## src/rtl/sar_ctrl_pkg.sv

```systemverilog
// Shared constants and types for the converter control port
// Operation
// - Parallel mode: error pin carries bit 11
// - External-clock read overrun: discard, pulse error
// - Bits 12 to 15 always driven
// - Busy high from start until result latched
// - Bits 0 to 10 enabled only when select, read low
// - Chip select gates external serial clock
// - Reset high aborts conversion
// - Power-down: finish conversion, then inhibit
// - Start falling edge: hold and convert
// - Impulse mode: start still low after acquisition
// - Reference-disable high switches reference off
// - Buffer-disable low enables reference buffer
// - Serial mode: external-clock select sets clock pin direction; parallel mode leaves the pin an input
// - Serial result shifted out MSB first
package sar_ctrl_pkg;
    // ----------------------------------------
    // Widths and timing
    // ----------------------------------------
    localparam int RESULT_W = 16;
    localparam int FIFO_DEPTH = 16;
    localparam int CLK_MHZ = 100;
    localparam int CONV_NS = 1000;
    localparam int CONV_CYC = (CONV_NS * CLK_MHZ) / 1000;
    localparam int ACQ_NS = 250;
    localparam int ACQ_CYC = (ACQ_NS * CLK_MHZ + 999) / 1000;
    localparam int INT_SCLK_DIV = 4;
    localparam int ERR_PULSE_CYC = 4;
    localparam int ERR_BIT = 11;
    localparam logic [15:0] RESULT_RESET = 16'h0000;

    // ----------------------------------------
    // Carriers
    // ----------------------------------------
    typedef struct packed {
        logic serial_interface_select;
        logic external_clock_select;
        logic power_down_in;
        logic impulse_sel;
        logic fast_sel;
        logic internal_reference_off;
        logic reference_buffer_off;
    } cfg_t;

    typedef struct packed {
        logic [15:0] data_out;
        logic [15:0] data_oe_n;
        logic busy;
        logic incomplete_read_flag;
        logic sclk_out;
        logic sclk_oe_n;
        logic ref_on;
        logic buf_on;
        logic low_power;
    } pins_t;
endpackage

```

## src/rtl/result_fifo.sv

```systemverilog
// Parameterised result FIFO with valid and ready on both sides
`timescale 1ns/1ns
`default_nettype none
module result_fifo #(
    parameter int WIDTH = 16,
    parameter int DEPTH = 16
) (
    input wire logic mclk,
    input wire logic reset,
    input wire logic in_valid,
    output logic in_ready,
    input wire logic [WIDTH-1:0] in_data,
    output logic out_valid,
    input wire logic out_ready,
    output logic [WIDTH-1:0] out_data
);
    localparam int AW = $clog2(DEPTH);
    logic [WIDTH-1:0] mem [DEPTH];
    logic [AW:0] wr_reg;
    logic [AW:0] rd_reg;
    logic full;
    logic empty;

    assign empty = (wr_reg == rd_reg);
    assign full = (wr_reg[AW-1:0] == rd_reg[AW-1:0]) && !empty;
    assign in_ready = !full;
    assign out_valid = !empty;
    assign out_data = mem[rd_reg[AW-1:0]];

    always_ff @(posedge mclk) begin
        if (reset) begin
            wr_reg <= '0;
            rd_reg <= '0;
        end else begin
            if (in_valid && !full) begin
                mem[wr_reg[AW-1:0]] <= in_data;
                wr_reg <= wr_reg + 1'b1;
            end
            if (out_ready && !empty) begin
                rd_reg <= rd_reg + 1'b1;
            end
        end
    end
endmodule
`default_nettype wire

```

## src/rtl/pin_sync.sv

```systemverilog
// Two-flop synchroniser for a bundle of pin inputs
`timescale 1ns/1ns
`default_nettype none
module pin_sync #(
    parameter int WIDTH = 4
) (
    input wire logic mclk,
    input wire logic [WIDTH-1:0] async_in,
    output logic [WIDTH-1:0] sync_out
);
    logic [WIDTH-1:0] meta_reg;

    // No reset: a pin held low across reset must not look like an edge
    always_ff @(posedge mclk) begin
        meta_reg <= async_in;
        sync_out <= meta_reg;
    end
endmodule
`default_nettype wire

```

## src/rtl/sar_ctrl.sv

```systemverilog
// Conversion control and result output logic of the converter
`timescale 1ns/1ns
`default_nettype none
module sar_ctrl (
    input wire logic mclk,
    input wire logic reset,
    input wire sar_ctrl_pkg::cfg_t cfg,
    input wire logic convert_start_n,
    input wire logic cs_n,
    input wire logic rd_n,
    input wire logic sclk_in,
    input wire logic [15:0] sample_in,
    output sar_ctrl_pkg::pins_t pins
);
    // ----------------------------------------
    // Input synchronisers
    // ----------------------------------------
    logic [3:0] raw;
    logic [3:0] syn;
    logic cnv_n_s;
    logic cs_n_s;
    logic rd_n_s;
    logic sclk_s;

    assign raw = {convert_start_n, cs_n, rd_n, sclk_in};
    assign cnv_n_s = syn[3];
    assign cs_n_s = syn[2];
    assign rd_n_s = syn[1];
    assign sclk_s = syn[0];

    pin_sync #(.WIDTH(4)) u_sync (
        .mclk(mclk),
        .async_in(raw),
        .sync_out(syn)
    );

    // ----------------------------------------
    // Result FIFO
    // ----------------------------------------
    logic fifo_in_valid;
    logic fifo_in_ready;
    logic fifo_out_valid;
    logic fifo_out_ready;
    logic [15:0] fifo_out_data;

    result_fifo #(
        .WIDTH(sar_ctrl_pkg::RESULT_W),
        .DEPTH(sar_ctrl_pkg::FIFO_DEPTH)
    ) u_fifo (
        .mclk(mclk),
        .reset(reset),
        .in_valid(fifo_in_valid),
        .in_ready(fifo_in_ready),
        .in_data(sample_in),
        .out_valid(fifo_out_valid),
        .out_ready(fifo_out_ready),
        .out_data(fifo_out_data)
    );

    // ----------------------------------------
    // State
    // ----------------------------------------
    typedef enum logic [1:0] {IDLE, CONV, ACQ} phase_t;

    typedef struct packed {
        phase_t phase;
        logic [15:0] cnt;
        logic cnv_prev;
        logic sclk_prev;
        logic [15:0] shift;
        logic [15:0] result;
        logic [4:0] bits_left;
        logic reading;
        logic [2:0] err_cnt;
        logic [1:0] div;
        logic sclk_int;
        logic pending;
        sar_ctrl_pkg::pins_t pins;
    } state_t;

    state_t s_reg;
    state_t s_next;
    logic start_edge;
    logic bus_en;
    logic ext_mode;
    logic ser_clk_rise;
    logic done;

    localparam int ERR_IDX = sar_ctrl_pkg::ERR_BIT;

    function automatic logic falling(input logic prev, input logic now);
        falling = prev && !now;
    endfunction

    always_comb begin
        s_next = s_reg;
        start_edge = falling(s_reg.cnv_prev, cnv_n_s);
        bus_en = !cs_n_s && !rd_n_s;
        ext_mode = cfg.serial_interface_select && cfg.external_clock_select;
        done = 1'b0;
        fifo_out_ready = 1'b0;
        s_next.cnv_prev = cnv_n_s;
        s_next.sclk_prev = sclk_s;
        // External edges count only with chip select low
        ser_clk_rise = ext_mode ? (!s_reg.sclk_prev && sclk_s && !cs_n_s)
            : (s_reg.div == 2'd3 && !s_reg.sclk_int && bus_en);
        s_next.div = s_reg.div + 2'd1;
        if (s_reg.div == 2'd3) begin
            s_next.sclk_int = !s_reg.sclk_int;
        end

        case (s_reg.phase)
            IDLE: begin
                // Power-down inhibits new starts only
                if (start_edge && !cfg.power_down_in) begin
                    s_next.phase = CONV;
                    s_next.cnt = 16'(sar_ctrl_pkg::CONV_CYC);
                end
            end
            CONV: begin
                s_next.cnt = s_reg.cnt - 16'd1;
                if (s_reg.cnt == 16'd1 && fifo_out_valid) begin
                    done = 1'b1;
                    fifo_out_ready = 1'b1;
                    s_next.result = fifo_out_data;
                    s_next.phase = ACQ;
                    s_next.cnt = 16'(sar_ctrl_pkg::ACQ_CYC);
                end else if (s_reg.cnt == 16'd1) begin
                    s_next.cnt = 16'd1;
                end
            end
            ACQ: begin
                s_next.cnt = s_reg.cnt - 16'd1;
                if (s_reg.cnt == 16'd1) begin
                    s_next.phase = IDLE;
                    // Impulse mode: level start after acquisition
                    if (cfg.impulse_sel && !cfg.fast_sel && !cnv_n_s
                        && !cfg.power_down_in) begin
                        s_next.phase = CONV;
                        s_next.cnt = 16'(sar_ctrl_pkg::CONV_CYC);
                    end else if (start_edge && !cfg.power_down_in) begin
                        s_next.phase = CONV;
                        s_next.cnt = 16'(sar_ctrl_pkg::CONV_CYC);
                    end
                end
            end
            default: s_next.phase = IDLE;
        endcase

        // Serial shifter
        if (done) begin
            if (ext_mode && s_reg.reading) begin
                s_next.err_cnt = 3'(sar_ctrl_pkg::ERR_PULSE_CYC);
            end
            s_next.shift = s_next.result;
            s_next.bits_left = 5'd16;
            s_next.reading = 1'b0;
        end else if (ser_clk_rise && s_reg.bits_left != 5'd0) begin
            s_next.shift = {s_reg.shift[14:0], 1'b0};
            s_next.bits_left = s_reg.bits_left - 5'd1;
            s_next.reading = (s_reg.bits_left != 5'd1);
        end
        if (s_reg.err_cnt != 3'd0 && !done) begin
            s_next.err_cnt = s_reg.err_cnt - 3'd1;
        end

        // Output pins
        s_next.pins.busy = (s_next.phase == CONV);
        s_next.pins.ref_on = !cfg.internal_reference_off;
        s_next.pins.buf_on = !cfg.reference_buffer_off;
        s_next.pins.low_power = cfg.power_down_in && s_next.phase != CONV;
        s_next.pins.data_out = s_next.result;
        s_next.pins.data_oe_n = bus_en ? 16'h0000 : 16'hffff;
        s_next.pins.data_oe_n[15:12] = 4'h0;
        s_next.pins.data_out[15:12] = s_next.result[15:12];
        s_next.pins.incomplete_read_flag = s_next.err_cnt != 3'd0;
        s_next.pins.sclk_out = s_reg.sclk_int;
        s_next.pins.sclk_oe_n = 1'b1;
        if (cfg.serial_interface_select) begin
            s_next.pins.data_out[8] = s_next.shift[15];
            s_next.pins.data_out[ERR_IDX] = s_next.err_cnt != 3'd0;
            s_next.pins.data_oe_n[ERR_IDX] = !ext_mode;
            s_next.pins.sclk_oe_n = cfg.external_clock_select;
        end else begin
            s_next.pins.incomplete_read_flag = 1'b0;
            s_next.pins.data_out[ERR_IDX] = s_next.result[ERR_IDX];
        end
        // Sample held as the conversion begins
        fifo_in_valid = (s_reg.phase != CONV) && (s_next.phase == CONV)
            && fifo_in_ready;
    end

    always_ff @(posedge mclk) begin
        if (reset) begin
            // Edge memory low: no false start after reset
            s_reg <= '0;
            s_reg.pins.data_oe_n <= 16'h0fff;
            s_reg.pins.sclk_oe_n <= 1'b1;
        end else begin
            s_reg <= s_next;
        end
    end

    assign pins = s_reg.pins;

    // ----------------------------------------
    // Checks
    // ----------------------------------------
    property p_busy_start;
        @(posedge mclk) disable iff (reset)
        (s_reg.phase == IDLE && start_edge && !cfg.power_down_in)
        |=> pins.busy;
    endproperty
    a_busy_start: assert property (p_busy_start)
        else $error("busy did not rise on start");

    property p_abort;
        @(posedge mclk) reset |=> !pins.busy && !pins.incomplete_read_flag;
    endproperty
    a_abort: assert property (p_abort)
        else $error("reset did not abort");

    property p_pd;
        @(posedge mclk) disable iff (reset)
        (s_reg.phase == IDLE && cfg.power_down_in) |=> !pins.busy;
    endproperty
    a_pd: assert property (p_pd)
        else $error("start taken in power-down");

    property p_msb;
        @(posedge mclk) disable iff (reset)
        done |=> pins.data_out[8] == s_reg.result[15]
            || !cfg.serial_interface_select;
    endproperty
    a_msb: assert property (p_msb)
        else $error("serial output not MSB first");

    property p_top_bits;
        @(posedge mclk) disable iff (reset) pins.data_oe_n[15:12] == 4'h0;
    endproperty
    a_top_bits: assert property (p_top_bits)
        else $error("upper bits not driven");

    property p_bus_en;
        @(posedge mclk) disable iff (reset)
        (cs_n_s || rd_n_s) |=> pins.data_oe_n[7:0] == 8'hff;
    endproperty
    a_bus_en: assert property (p_bus_en)
        else $error("bus enabled without select");

    property p_err;
        @(posedge mclk) disable iff (reset)
        (done && ext_mode && s_reg.reading) |=> pins.incomplete_read_flag
            ##4 !pins.incomplete_read_flag;
    endproperty
    a_err: assert property (p_err)
        else $error("error pulse wrong");

    property p_ref;
        @(posedge mclk) disable iff (reset)
        cfg.internal_reference_off ##1 cfg.internal_reference_off
            |-> !pins.ref_on;
    endproperty
    a_ref: assert property (p_ref)
        else $error("reference not off");

    property p_buf;
        @(posedge mclk) disable iff (reset)
        !cfg.reference_buffer_off ##1 !cfg.reference_buffer_off
            |-> pins.buf_on;
    endproperty
    a_buf: assert property (p_buf)
        else $error("buffer not on");

    property p_bit11;
        @(posedge mclk) disable iff (reset)
        !cfg.serial_interface_select ##1 !cfg.serial_interface_select
            |-> pins.data_out[11] == s_reg.result[11];
    endproperty
    a_bit11: assert property (p_bit11)
        else $error("bit 11 not on shared pin");

    property p_busy_hold;
        @(posedge mclk) disable iff (reset)
        (s_reg.phase == CONV && s_reg.cnt != 16'd1) |=> pins.busy;
    endproperty
    a_busy_hold: assert property (p_busy_hold)
        else $error("busy fell before conversion end");

    property p_busy_end;
        @(posedge mclk) disable iff (reset)
        (s_reg.phase == CONV && s_reg.cnt == 16'd1 && fifo_out_valid)
            |=> !pins.busy;
    endproperty
    a_busy_end: assert property (p_busy_end)
        else $error("busy did not fall at end");

    property p_idle_quiet;
        @(posedge mclk) disable iff (reset)
        (s_reg.phase == IDLE && !start_edge) |=> !pins.busy;
    endproperty
    a_idle_quiet: assert property (p_idle_quiet)
        else $error("busy rose without a start");

    property p_flag_par;
        @(posedge mclk) disable iff (reset)
        !cfg.serial_interface_select |=> !pins.incomplete_read_flag;
    endproperty
    a_flag_par: assert property (p_flag_par)
        else $error("error flag set in parallel mode");

    property p_sclk_dir;
        @(posedge mclk) disable iff (reset)
        (cfg.serial_interface_select && cfg.external_clock_select)
            |=> pins.sclk_oe_n;
    endproperty
    a_sclk_dir: assert property (p_sclk_dir)
        else $error("clock pin driven in external mode");

    property p_shift;
        @(posedge mclk) disable iff (reset)
        (ser_clk_rise && !done && s_reg.bits_left != 5'd0)
            |=> s_reg.shift[15] == $past(s_reg.shift[14]);
    endproperty
    a_shift: assert property (p_shift)
        else $error("serial shift out of order");

    property p_gate;
        @(posedge mclk) disable iff (reset)
        (ext_mode && cs_n_s && !done)
            |=> s_reg.bits_left == $past(s_reg.bits_left);
    endproperty
    a_gate: assert property (p_gate)
        else $error("serial clock not gated by select");

    property p_impulse;
        @(posedge mclk) disable iff (reset)
        (s_reg.phase == ACQ && s_reg.cnt == 16'd1 && cfg.impulse_sel
            && !cfg.fast_sel && !cnv_n_s && !cfg.power_down_in)
            |=> pins.busy;
    endproperty
    a_impulse: assert property (p_impulse)
        else $error("impulse restart missing");

    property p_err_cause;
        @(posedge mclk) disable iff (reset)
        $rose(pins.incomplete_read_flag) |-> $past(done);
    endproperty
    a_err_cause: assert property (p_err_cause)
        else $error("error flag without conversion end");

    property p_low_power;
        @(posedge mclk) disable iff (reset)
        (cfg.power_down_in && s_reg.phase == IDLE) |=> pins.low_power;
    endproperty
    a_low_power: assert property (p_low_power)
        else $error("low power not entered");
endmodule
`default_nettype wire

```

## config.mk

```make
export PLATFORM = sky130hd
export DESIGN_NAME = sar_ctrl
export DESIGN_NICKNAME = d
export VERILOG_FILES = /design/src/rtl/sar_ctrl_pkg.sv /design/src/rtl/result_fifo.sv /design/src/rtl/pin_sync.sv /design/src/rtl/sar_ctrl.sv
export SDC_FILE = /design/constraint.sdc
export NUM_CORES = 1
export LEC_CHECK = 0
export ABC_AREA = 1
export BUFFER_PORTS_ARGS = -buffer_cell sky130_fd_sc_hd__buf_2
export CAP_MARGIN = 30
export CORE_UTILIZATION = 30
export DETAILED_ROUTE_END_ITERATION = 10
export GPL_TIMING_DRIVEN = 1
export SLEW_MARGIN = 20
export SYNTH_ARGS = -nofsm -noshare
export SYNTH_HDL_FRONTEND = slang
export SYNTH_SLANG_ARGS = --single-unit
```

## constraint.sdc

```tcl
create_clock -name mclk -period 3.9 [get_ports mclk]
set_clock_uncertainty 0.15 [all_clocks]
set_input_delay 0.78 -clock mclk [delete_from_list [all_inputs] [get_ports mclk]]
set_output_delay 0.78 -clock mclk [all_outputs]
set_load 0.01 [all_outputs]
```

Yosys cells after proc, flatten, opt, wreduce, memory -nomap -nowiden --
Memory sizes are Yosys's and may differ from the RTL's. A register that Yosys moved wholly into a read port is not among the register bits. Index checks and enable logic that the tools add are counted.
Operators by class: $add $sub $neg 6, equal/unequal tests 11, muxes and demuxes 30, bitwise logic cells 1, reductions and logical operators 43
Operators by type and width (number):
- 2-to-1 mux 16 bit | 6
- 2-to-1 mux 18 bit | 3
- one-hot mux 16 bit (3 select lines) | 1
- logical AND 1 bit | 21
- 2-to-1 mux 17 bit | 1
- equality test 16 x 1 -> 1 bit, second input constant | 1
- subtractor 16 x 1 -> 16 bit, second input constant | 1
- logical NOT 1 bit | 13
- 2-to-1 mux 12 bit | 1
- 2-to-1 mux 6 bit | 2
- adder 5 x 1 -> 5 bit, second input constant | 2
- 2-to-1 mux 1 bit | 9
- 2-to-1 mux 3 bit | 3
- nonzero test 3 bit | 3
- 2-to-1 mux 4 bit | 2
- one-hot mux 2 bit (3 select lines) | 1
- equality test 5 bit | 1
- inequality test 5 x 1 -> 1 bit, second input constant | 1
- nonzero test 5 bit | 1
- subtractor 5 x 1 -> 5 bit, second input constant | 1
- equality test 2 x 1 -> 1 bit, second input constant | 2
- equality test 2 bit, second input constant | 2
- equality test 4 bit | 1
- inequality test 2 x 1 -> 1 bit, second input constant | 2
- other kinds (9) | 10
Word-level totals: register bits 121, bits in writable memories 256, bits of input ports 29, output and inout bits 39, logic and storage cells 119, memories 1
Memory list:
- u_fifo.mem | depth 16, width 16, rd ports 1, clocked after Yosys merged registers in 1, wr ports 1, RTL line result_fifo.sv:18 | logic [WIDTH-1:0] mem [DEPTH];

Longest topological paths before layout --
Gate-level depths: netlist of run 1.
word-level depth 14, depth in mapped cells 14

By module --
Synthesis of run 1 repeated with hierarchy kept, for this count alone.
Unflattened totals: cell total of the unflattened synthesis 1432, area, all modules 15075.7 um^2
Modules (own cells, without submodules):
- result_fifo | times used 1, cells each 952, area each 11280.8 um^2, sequential area each 7967.6 um^2
- sar_ctrl | times used 1, cells each 472, area each 3634.7 um^2, sequential area each 1501.4 um^2
- pin_sync | times used 1, cells each 8, area each 160.2 um^2, sequential area each 160.2 um^2

Least setup slack after synthesis of run 1 --
Ideal clock, no wire load.
path type input to register, from input cfg[4] in the netlist's numbering, to memory u_fifo.mem[15][0], enable pin, library setup time 409 ps, data arrival time 2671 ps, setup slack 670 ps, stages 9, path through nor2_1 -> nand2_1 -> nand3_1 -> nand2_1 -> inv_1 -> a21oi_1 -> nand2_4 -> nand4_4 -> nor3_1
Between the ends: cells in the longest elaborated chain, start to end 13, elaborated cells on any way between the ends 15
RTL lines:
- from (decl) | RTL line sar_ctrl.sv:7 | input wire sar_ctrl_pkg::cfg_t cfg,
- logical NOT 1 bit (*) | RTL line sar_ctrl.sv:115, sar_ctrl.sv:138, sar_ctrl.sv:141
- logical AND 1 bit | RTL line sar_ctrl.sv:115, sar_ctrl.sv:141
- 2-to-1 mux 17 bit | RTL line sar_ctrl.sv:141 | end else if (start_edge && !cfg.power_down_in) begin
- 2-to-1 mux 18 bit | RTL line sar_ctrl.sv:137 | if (cfg.impulse_sel && !cfg.fast_sel && !cnv_n_s
- 2-to-1 mux 18 bit | RTL line sar_ctrl.sv:134 | if (s_reg.cnt == 16'd1) begin
- one-hot mux 2 bit (3 select lines) (*) | RTL line sar_ctrl.sv:112 | case (s_reg.phase)
- equality test 2 x 1 -> 1 bit (*) | RTL line sar_ctrl.sv:189 | fifo_in_valid = (s_reg.phase != CONV) && (s_next.phase == CONV)
- logical AND 1 bit (*) | RTL line sar_ctrl.sv:189
- logical AND 1 bit (*) | RTL line sar_ctrl.sv:190 | && fifo_in_ready;
- logical AND 1 bit (*) | RTL line result_fifo.sv:35 | if (in_valid && !full) begin
- 2-to-1 mux 1 bit (*) | RTL line result_fifo.sv:35
- 2-to-1 mux 1 bit (*) | RTL line result_fifo.sv:31 | if (reset) begin
- 2-to-1 mux 1 bit (implied by the code) (*) | RTL line result_fifo.sv:36 | mem[wr_reg[AW-1:0]] <= in_data;
- to (decl) | RTL line result_fifo.sv:18
Mark *: on every way between the ends. The rest lies on a longest branch, timed or not. The select of a mux whose other input is x is not followed.

Worst setup path after layout of run 1 --
from register s_reg[103] in the netlist's numbering, to memory u_fifo.mem[0][13], enable pin
Between the ends: cells in the longest elaborated chain, start to end 9, elaborated cells on any way between the ends 15
RTL lines:
- from (decl) | RTL line sar_ctrl.sv:81 | state_t s_reg;
- from (signal assigned) | RTL line sar_ctrl.sv:200 | s_reg <= s_next;
- equality test 2 bit (tied with other cells) | RTL line sar_ctrl.sv:112
- one-hot mux 2 bit (3 select lines) | RTL line sar_ctrl.sv:112
- equality test 2 x 1 -> 1 bit | RTL line sar_ctrl.sv:189
- logical AND 1 bit (*) | RTL line sar_ctrl.sv:189
- logical AND 1 bit (*) | RTL line sar_ctrl.sv:190
- logical AND 1 bit (*) | RTL line result_fifo.sv:35
- 2-to-1 mux 1 bit (*) | RTL line result_fifo.sv:35
- 2-to-1 mux 1 bit (*) | RTL line result_fifo.sv:31
- 2-to-1 mux 1 bit (implied by the code) (*) | RTL line result_fifo.sv:36
Marked as above.

==> impl_metrics.tcl, run 1 <==
set metrics [dict create \
    synthCells 1387 \
    setup_viol 0 \
    area_growth_pct 14.3 \
    muxShareOfSynthArea_pct 0 \
    cts_resized 0 \
    die_x_um 224 \
    die_y_um 224 \
    cts_inserted_buffers 38 \
    grt_usage_pct 14.3 \
    place_area_um2 15600 \
    clkPwrFrac_pct 45.1 \
    postSynthAreaPerCell_um2 10.6 \
    instances_no_fill 2104 \
    cts-root-buf "clkbuf_16" \
    cts_tree "done" \
    crit_fanout 22 \
    cp.arrival_ns 3.27 \
    fill_cells 4742 \
    yosysMostFrequentCell "nor2_1" \
    wl_per_cell_um 17.1 \
    synth_xor_xnor_area_share_pct 0.713 \
    design.core.area_um2 48100 \
    utilization_pct 35.0 \
    drtPass1Iterations 5 \
    drc 0 \
    holdCritStartpoint "u_sync.meta_reg[1]$_DFF_P_" \
    worstSetupEndpointType "flip-flop" \
    path_buf_inv 3 \
    cts_setup_buffers 0 \
    start_util_pct 30.6 \
    grt_max_degree 84 \
    final_net_count 1469 \
    synth_edf_count 256 \
    critical_path.cell_chain "inv_1 -> ha_1 -> inv_1 -> nor2_4 -> nand2_4 -> nand2_4 -> nand2_4 -> nand4_4 -> nor2_8 -> nand2_4 -> nor2_2 -> buf_4" \
    synth.area.top_cells "edfxtp_1, dfxtp_1, nor2_1" \
    fin_tns_setup_ns 0 \
    worst_slew_pin_slew_ns 0.855 \
    crit_family "simple AND/OR/NAND/NOR gates" \
    cts_sinks 353 \
    pin_count 68 \
    power_mw 8.04 \
    period_needed_ns 3.18 \
    grt_remaining_overflow 0 \
    synth_cell_type_count 46 \
    synth_ff_type "edfxtp_1" \
    diodes 0 \
    p_int_mw 6.35 \
    powerDensity_nw_per_um2 477 \
    largest_reg_flops 256 \
    final_antenna_net_count 0 \
    regArea_um2 9630 \
    worstSetupPathType "flip-flop to flip-flop" \
    synth-compound-area-share_pct 10.6 \
    combPwrFrac_pct 4.0 \
    rows 80 \
    ys_warn_count 0 \
    min_path_type "flip-flop to flip-flop" \
    final.setup.worst_slack_ns 0.715 \
    path_common_cell "nand2_4" \
    timing.final.crit_share_pct 81.7 \
    async_flop_share_pct 0 \
    drtIter0Drc 1031 \
    critPathRequiredTime_ns 3.99 \
    cts_buffer_depth 3 \
    syn_area_um2 14700 \
    synth_common_cells "nor2_1, edfxtp_1, o21ai_0" \
    p_sw_share_pct 21.0 \
    p_leak_nw 6.07 \
    multi_input_area_um2 4310 \
    grt_pass1_vias 9563 \
    num_vias 9999 \
    status "complete, no violations" \
    hold_ws_ns 0.176 \
    start_kind "flip-flop" \
    synthAdderAreaFrac_pct 1.53 \
    yosysTopAreaCell "edfxtp_1" \
    dp_cells 2038 \
    grt_pass1_wl_um 55400 \
    cp_slowest_cell "dfxtp_1" \
    h-tree-depth 2 \
    slew_headroom_pct 42.6 \
    hpwl_um 22600 \
    yosys.area_share.simple_pct 16.0 \
    finalHoldViolCount 0 \
    ys_ff_latch 353 \
    switchingPower_mw 1.69 \
    place_ws_ns 0.609 \
    seq_power_share_pct 50.9 \
    die-area_um2 50000 \
    slew_violations 0 \
    crit_start "s_reg[103]$_SDFF_PP0_" \
    antenna_found_initial 0 \
    synth_top_family_by_area "simple AND/OR/NAND/NOR gates" \
    design_area_um2 16900 \
    seq_area_frac_synth_pct 65.3 \
    critPathMaxStageDelay_ns 0.40 \
    drive_gt1_share_pct 14.6 \
    cts.hold.buffers_added 0 \
    cap_violations 0 \
    ir_worst_vdd_uv 304 \
    cts.clk_slew.worst_paths_ns 0.06 \
    avgViaCountPerCell 4.75 \
    fmax_mhz 314 \
    synth_top_area_share_pct 52.1 \
    r2r-start "s_reg[103]$_SDFF_PP0_" \
    insertion_delay_ns 0.53 \
    routed_wl_um 35900 \
    gp_congestion 0.852 \
    port_buffers 63 \
    grt_setup_unrepaired "false" \
]
[cell usage in the layout, fill, tap and decap left out, types with 6 or more instances in the layout]
master,netlist,routed
nor2_1,285,270
edfxtp_1,256,256
o21ai_0,162,162
nand2_1,157,157
dfxtp_1,97,95
buf_2,24,63
inv_1,61,61
nand3_1,59,59
a21oi_1,47,47
clkbuf_16,0,40
buf_4,43,34
nor2_2,7,22
o211ai_1,22,22
ha_1,18,18
o221ai_1,15,15
o22ai_1,10,10
clkinv_1,3,10
nor3_1,8,7
xor2_1,7,7
nand2_4,7,7
inv_2,7,6
clkinv_2,0,6
o21ai_1,6,6
[final cells by class]
class	count	area share, %
Clock inverter	19	1.17
Sequential cell	353	57.2
Multi-Input combinational cell	861	25.6
Tap cell	656	4.87
Timing Repair Buffer	97	3.38
Clock buffer	47	6.28
Inverter	71	1.59
[logic make-up after synthesis]
logic type,after synthesis
AOI/OAI and AO/OA,276
xor gates and xnor gates,12
adders and majority gates,18
buffers and inverters,176
DFF,353
other,1
and+or+nand+nor,551
[worst register-to-register path: cells and delay by family, from the launching register on]
| kind | cells | cell delay [ns] |
|---|---|---|
| DFF | 1 | 0.40 |
| buffers and inverters | 3 | 0.60 |
| and+or+nand+nor | 8 | 1.48 |
| adders and majority gates | 1 | 0.26 |
[power by group through the flow]
stage	logic, mW	registers, mW	clock network [mW]
after CTS	0.324	4.09	3.69
final	0.324	4.09	3.63
after floorplan	0.215	4.16	0
after global placement	0.310	4.17	0
after global routing	0.368	4.09	3.83
after detailed placement	0.319	4.17	0
[worst paths after layout]
path | end | slack (ns) | cells after the start
min | u_sync.sync_out[1]$_DFF_P_ | 0.18 | 0
max | u_fifo.mem[0][13]$_DFFE_PP_ | 0.72 | 12
min reg2reg | u_sync.sync_out[1]$_DFF_P_ | 0.18 | 0
max reg2reg | u_fifo.mem[0][13]$_DFFE_PP_ | 0.72 | 12
[metal layers]
layer  vias up  track usage (%)  share of wire [%]
li1       4812                -                  -
met1      4835             20.2                 47
met2       297             22.3                 45
met3        55             2.61                6.3
met4         0             4.07                2.2
met5         -                0                  0
(Power assumes the default switching activity.)
==> run 2: changes to the inputs <==
Clock period 3.9 ns to 2.79 ns, I/O delays scaled along.
==> run 2 against run 1 <==
Worst setup slack lost 0.47 ns. Sequential power grew 40%. Worst hold slack lost 0.15 ns. Power grew 39%. Design area grew 2.4%. Count of clock-buffer cells in the layout is the same. Via count grew 2.3%. Register-to-register slack lost 0.47 ns. Routed wire length grew 3.2%. Utilization grew 0.83 points. Clock power grew 38%. Non-clock buffer count grew 27. Critical endpoint is now u_fifo.mem[12][0]$_DFFE_PP_. Largest power group unchanged.
==> impl_metrics.tcl, run 2 (same netlist as run 1, synthesis figures left out) <==
set metrics [dict create \
    largest_reg_flops 256 \
    timing.final.crit_share_pct 91.2 \
    fmax_mhz 393 \
    cts_tree "done" \
    cts.clk_slew.worst_paths_ns 0.06 \
    antenna_found_initial 1 \
    num_vias 10200 \
    port_buffers 63 \
    p_leak_nw 6.24 \
    start_kind "flip-flop" \
    power_mw 11.2 \
    fill_cells 4711 \
    finalHoldViolCount 0 \
    fin_tns_setup_ns 0 \
    min_path_type "primary input to flip-flop" \
    cts_sinks 353 \
    pin_count 68 \
    cts_resized 0 \
    worst_slew_pin_slew_ns 0.591 \
    avgViaCountPerCell 4.80 \
    final_net_count 1495 \
    drive_gt1_share_pct 15.6 \
    period_needed_ns 2.55 \
    cts_buffer_depth 3 \
    die_x_um 224 \
    utilization_pct 35.8 \
    hold_ws_ns 0.0261 \
    cts.hold.buffers_added 4 \
    worstSetupPathType "flip-flop to flip-flop" \
    grt_remaining_overflow 0 \
    final_common_cell "nor2_1" \
    insertion_delay_ns 0.54 \
    grt_max_degree 52 \
    grt_usage_pct 14.8 \
    setup_viol 0 \
    slew_violations 0 \
    design.core.area_um2 48100 \
    crit_fanout 12 \
    ir_worst_vdd_uv 445 \
    final_cell_mix "nor2_1, edfxtp_1, o21ai_0" \
    h-tree-depth 2 \
    start_util_pct 30.6 \
    cts_setup_buffers 0 \
    hpwl_um 24600 \
    diodes 0 \
    area_growth_pct 17.1 \
    cts-root-buf "clkbuf_16" \
    die_y_um 224 \
    drtPass1Iterations 5 \
    drtIter0Drc 921 \
    die-area_um2 50000 \
    critPathRequiredTime_ns 2.88 \
    grt_pass1_vias 9819 \
    rows 80 \
    gp_congestion 0.874 \
    powerDensity_nw_per_um2 649 \
    routed_wl_um 37100 \
    grt_pass1_wl_um 56900 \
    drc 0 \
    wl_per_cell_um 17.4 \
    cap_violations 0 \
    final_antenna_net_count 0 \
    status "complete, no violations" \
    grt_setup_unrepaired "false" \
    slew_headroom_pct 60.2 \
    worstSetupEndpointType "flip-flop" \
    cts_inserted_buffers 37 \
    cp.arrival_ns 2.63 \
]
-- run 2: changes by cell type in the layout (fill, tap and decap cells not counted), sizes merged --
| cell | before | now |
|---|---|---|
| clkinv | 17 | 15 |
| buf | 97 | 120 |
| clkinvlp | 1 | 4 |
| dlygate4sd3 | 0 | 4 |
| bufinv | 4 | 5 |
-- run 2: area by class of cell --
type	instances	area (µm²)	area share (%)
Sequential cell	353	9630	55.8
Clock inverter	21	231	1.34
Tap cell	656	821	4.76
Multi-Input combinational cell	861	4320	25.0
Inverter	71	268	1.55
Clock buffer	47	1010	5.83
Timing Repair Buffer	124	983	5.70
-- run 2: layer usage --
metal,up-vias,global-route usage [%],share of wire [%]
met5,-,0,0
met2,358,23.2,46
met4,0,3.98,1.9
met1,4948,20.3,45
li1,4869,-,-
met3,56,3.54,7.9
-- run 2: where the power goes --
group	internal [mW]	switching (mW)	total (mW)
clock network	3.02	2.00	5.02
logic	0.146	0.322	0.469
registers	5.68	0.0324	5.71
total	8.85	2.35	11.2
-- run 2: final timing paths --
check,slack [ns],from,cells past startpoint,end
max,0.24,s_reg[103]$_SDFF_PP0_,12,u_fifo.mem[12][0]$_DFFE_PP_
min,0.03,cfg[0],2,pins[1]$_SDFF_PP0_
max reg2reg,0.24,s_reg[103]$_SDFF_PP0_,12,u_fifo.mem[12][0]$_DFFE_PP_
min reg2reg,0.18,u_sync.meta_reg[3]$_DFF_P_,0,u_sync.sync_out[3]$_DFF_P_
-- run 2: worst max-delay path: stages, from the launching register on --
cell and delay, ns:
dfxtp_1 0.40, inv_1 0.12, ha_1 0.26, inv_1 0.19
nand2_1 0.08, inv_1 0.06, a21oi_1 0.09, nand2_4 0.09
nand4_4 0.13, nor2_8 0.21, nand2_4 0.11, nor2_2 0.18
buf_12 0.17
-- run 2: stage by stage --
step           std cells  area, µm²  setup WS (ns)
3_3_place_gp        2061      16000          0.135
3_5_place_dp        2061      16000          0.172
5_1_grt             2133      17300         0.0441
4_1_cts             2133      17300          0.218
2_1_floorplan       1390      14800        -0.0124
6_report            2133      17300          0.245
==> run 3: changes to the inputs <==
Clock period 2.79 ns to 2.2 ns, I/O delays scaled along.
==> run 3 against run 2 <==
The flow now finishes with violations (negative setup slack). Sequential power rose by 27%. Routed wire length rose by 5.0%. Register-to-register slack got worse by 0.47 ns. Highest routed layer is now met5.
==> impl_metrics.tcl, run 3 (same netlist as run 1, synthesis figures left out) <==
set metrics [dict create \
    setup_viol 256 \
    port_buffers 63 \
    final.setup.worst_slack_ns -0.222 \
    rows 80 \
    period_needed_ns 2.42 \
    ir_worst_vdd_uv 550 \
    powerDensity_nw_per_um2 786 \
    pin_count 68 \
    min_path_type "primary input to flip-flop" \
    cts.clk_slew.worst_paths_ns 0.06 \
    hpwl_um 25800 \
    status "finished, violations left" \
    worstHoldEndpoint "pins[34]$_SDFF_PP0_" \
    drive_gt1_share_pct 24.5 \
    cap_violations 0 \
    dp_cells 2137 \
    drtIter0Drc 929 \
    grt_pass1_vias 10200 \
    grt_usage_pct 15.3 \
    area_growth_pct 26.8 \
    cp.arrival_ns 2.55 \
    reg2reg_depth 14 \
    critPathRequiredTime_ns 2.32 \
    p_sw_share_pct 21.6 \
    cts_buffer_depth 3 \
    final_cell_mix "nor2_1, edfxtp_1, o21ai_0" \
    h-tree-depth 2 \
    final_net_count 1601 \
    r2r-start "s_reg[87]$_SDFFE_PP0P_" \
    gp_congestion 0.838 \
    grt_remaining_overflow 0 \
    die_y_um 224 \
    finalHoldViolCount 0 \
    worstSetupEndpointType "flip-flop" \
    timing.final.crit_share_pct 110 \
    whs_path_depth 4 \
    crit_fanout 8 \
    start_util_pct 30.6 \
    routed_wl_um 39000 \
    r2r-end "u_fifo.mem[9][13]$_DFFE_PP_" \
    instances_no_fill 2240 \
    cts-root-buf "clkbuf_16" \
    cts_sinks 353 \
    slew_violations 0 \
    clkPwrFrac_pct 45.6 \
    insertion_delay_ns 0.55 \
    start_kind "flip-flop" \
    antenna_found_initial 1 \
    grt_max_degree 50 \
    switchingPower_mw 3.17 \
    seq_power_share_pct 49.3 \
    grt_pass1_wl_um 58400 \
    num_vias 10800 \
    r2r_slack_ns -0.22 \
    holdCritStartpoint "cfg[6]" \
    worstSetupPathType "flip-flop to flip-flop" \
    cts_inserted_buffers 40 \
    wl_per_cell_um 17.4 \
    p_leak_nw 6.92 \
    fmax_mhz 413 \
    violations "negative setup slack" \
    final_common_cell "nor2_1" \
    avgViaCountPerCell 4.81 \
    drc 0 \
    fin_tns_setup_ns -36.88 \
    final_antenna_net_count 0 \
    grt_setup_unrepaired "true" \
    diodes 0 \
    cts_tree "done" \
    largest_reg_flops 256 \
    die-area_um2 50000 \
    drtPass1Iterations 5 \
    design.core.area_um2 48100 \
    p_int_mw 11.5 \
    combPwrFrac_pct 5.1 \
    die_x_um 224 \
]
[run 3: cell types whose count changed in the layout (fill, tap and decap cells not counted), sizes merged]
| cell | change |
|---|---|
| buf | +95 |
| bufinv | -1 |
| clkbuf | +8 |
| clkinv | +4 |
| clkinvlp | -1 |
| dlygate4sd3 | +3 |
| inv | -1 |
[run 3: metrics by stage]
step	hold slack (ns)	total power [mW]	worst slack (ns)	cell area (µm²)	utilization (%)
4_1_cts	0.0237	14.8	-0.175	18300	38.1
2_1_floorplan	0.160	7.77	-0.123	14900	-
6_report	0.0611	14.7	-0.222	18700	38.8
3_3_place_gp	0.163	8.03	-0.319	16800	35.0
3_5_place_dp	0.162	8.05	-0.340	16800	35.0
5_1_grt	0.0788	15.2	-0.307	18700	38.8
[run 3: timing repair]
item / in CTS / in global routing
buffers inserted: 5 / 14
cloned: 1 / 4
pin swaps: 2 / 14
hold buffers: 7 / 0
endpoints found under the setup margin: 257 / 297
endpoints found under the hold margin: 7 / 0
resized for setup: 5 / 51
[run 3: worst max path at each step]
stage	start	end	slack [ns]	cells past startpoint
2_1_floorplan	u_fifo.wr_reg[1]$_SDFFE_PP0P_	u_fifo.mem[10][0]$_DFFE_PP_	-0.12	12
3_3_place_gp	cfg[4]	u_fifo.mem[0][2]$_DFFE_PP_	-0.32	11
3_5_place_dp	cfg[4]	u_fifo.mem[0][0]$_DFFE_PP_	-0.34	11
4_1_cts	s_reg[87]$_SDFFE_PP0P_	u_fifo.mem[10][14]$_DFFE_PP_	-0.18	14
5_1_grt	s_reg[87]$_SDFFE_PP0P_	u_fifo.mem[9][15]$_DFFE_PP_	-0.31	15
6_report	s_reg[87]$_SDFFE_PP0P_	u_fifo.mem[9][13]$_DFFE_PP_	-0.22	14
[run 3: final cells by class]
| cell class | instances | area (µm²) |
|---|---|---|
| sequential | 353 | 9650 |
| timing repair buffer | 227 | 2070 |
| tap | 656 | 821 |
| clock inverter | 22 | 233 |
| inverter | 71 | 275 |
| clock buffer | 50 | 1100 |
| multi-input combinational | 861 | 4550 |
| fill | 4582 | 29400 |
[run 3: worst max-delay path: stages (launching register included)]
cell and delay, ns:
dfxtp_2 0.32, inv_2 0.07, ha_4 0.16, nand2_2 0.05
nor2_2 0.11, nand2_2 0.12, nand2_2 0.10, a21oi_2 0.07
nand2_4 0.08, nand4_4 0.12, nor2_8 0.23, nand2_8 0.08
buf_12 0.14, nor2_4 0.14, clkbuf_16 0.18
[run 3: routing by layer]
layer  global-route usage [%]  wire, µm  vias to the layer above
met1                     20.8     17100                     5236
li1                         -         -                     5088
met2                     24.6     17900                      383
met5                        0        13                        -
met4                     3.98       801                        2
met3                     3.38      3110                       57
[run 3: power groups by stage]
stage / combinational [mW] / sequential [mW] / clock (mW)
after floorplan: 0.387 / 7.38 / 0
after global placement: 0.653 / 7.38 / 0
after detailed placement: 0.673 / 7.38 / 0
after CTS: 0.700 / 7.24 / 6.84
after global routing: 0.829 / 7.24 / 7.12
final: 0.748 / 7.24 / 6.70
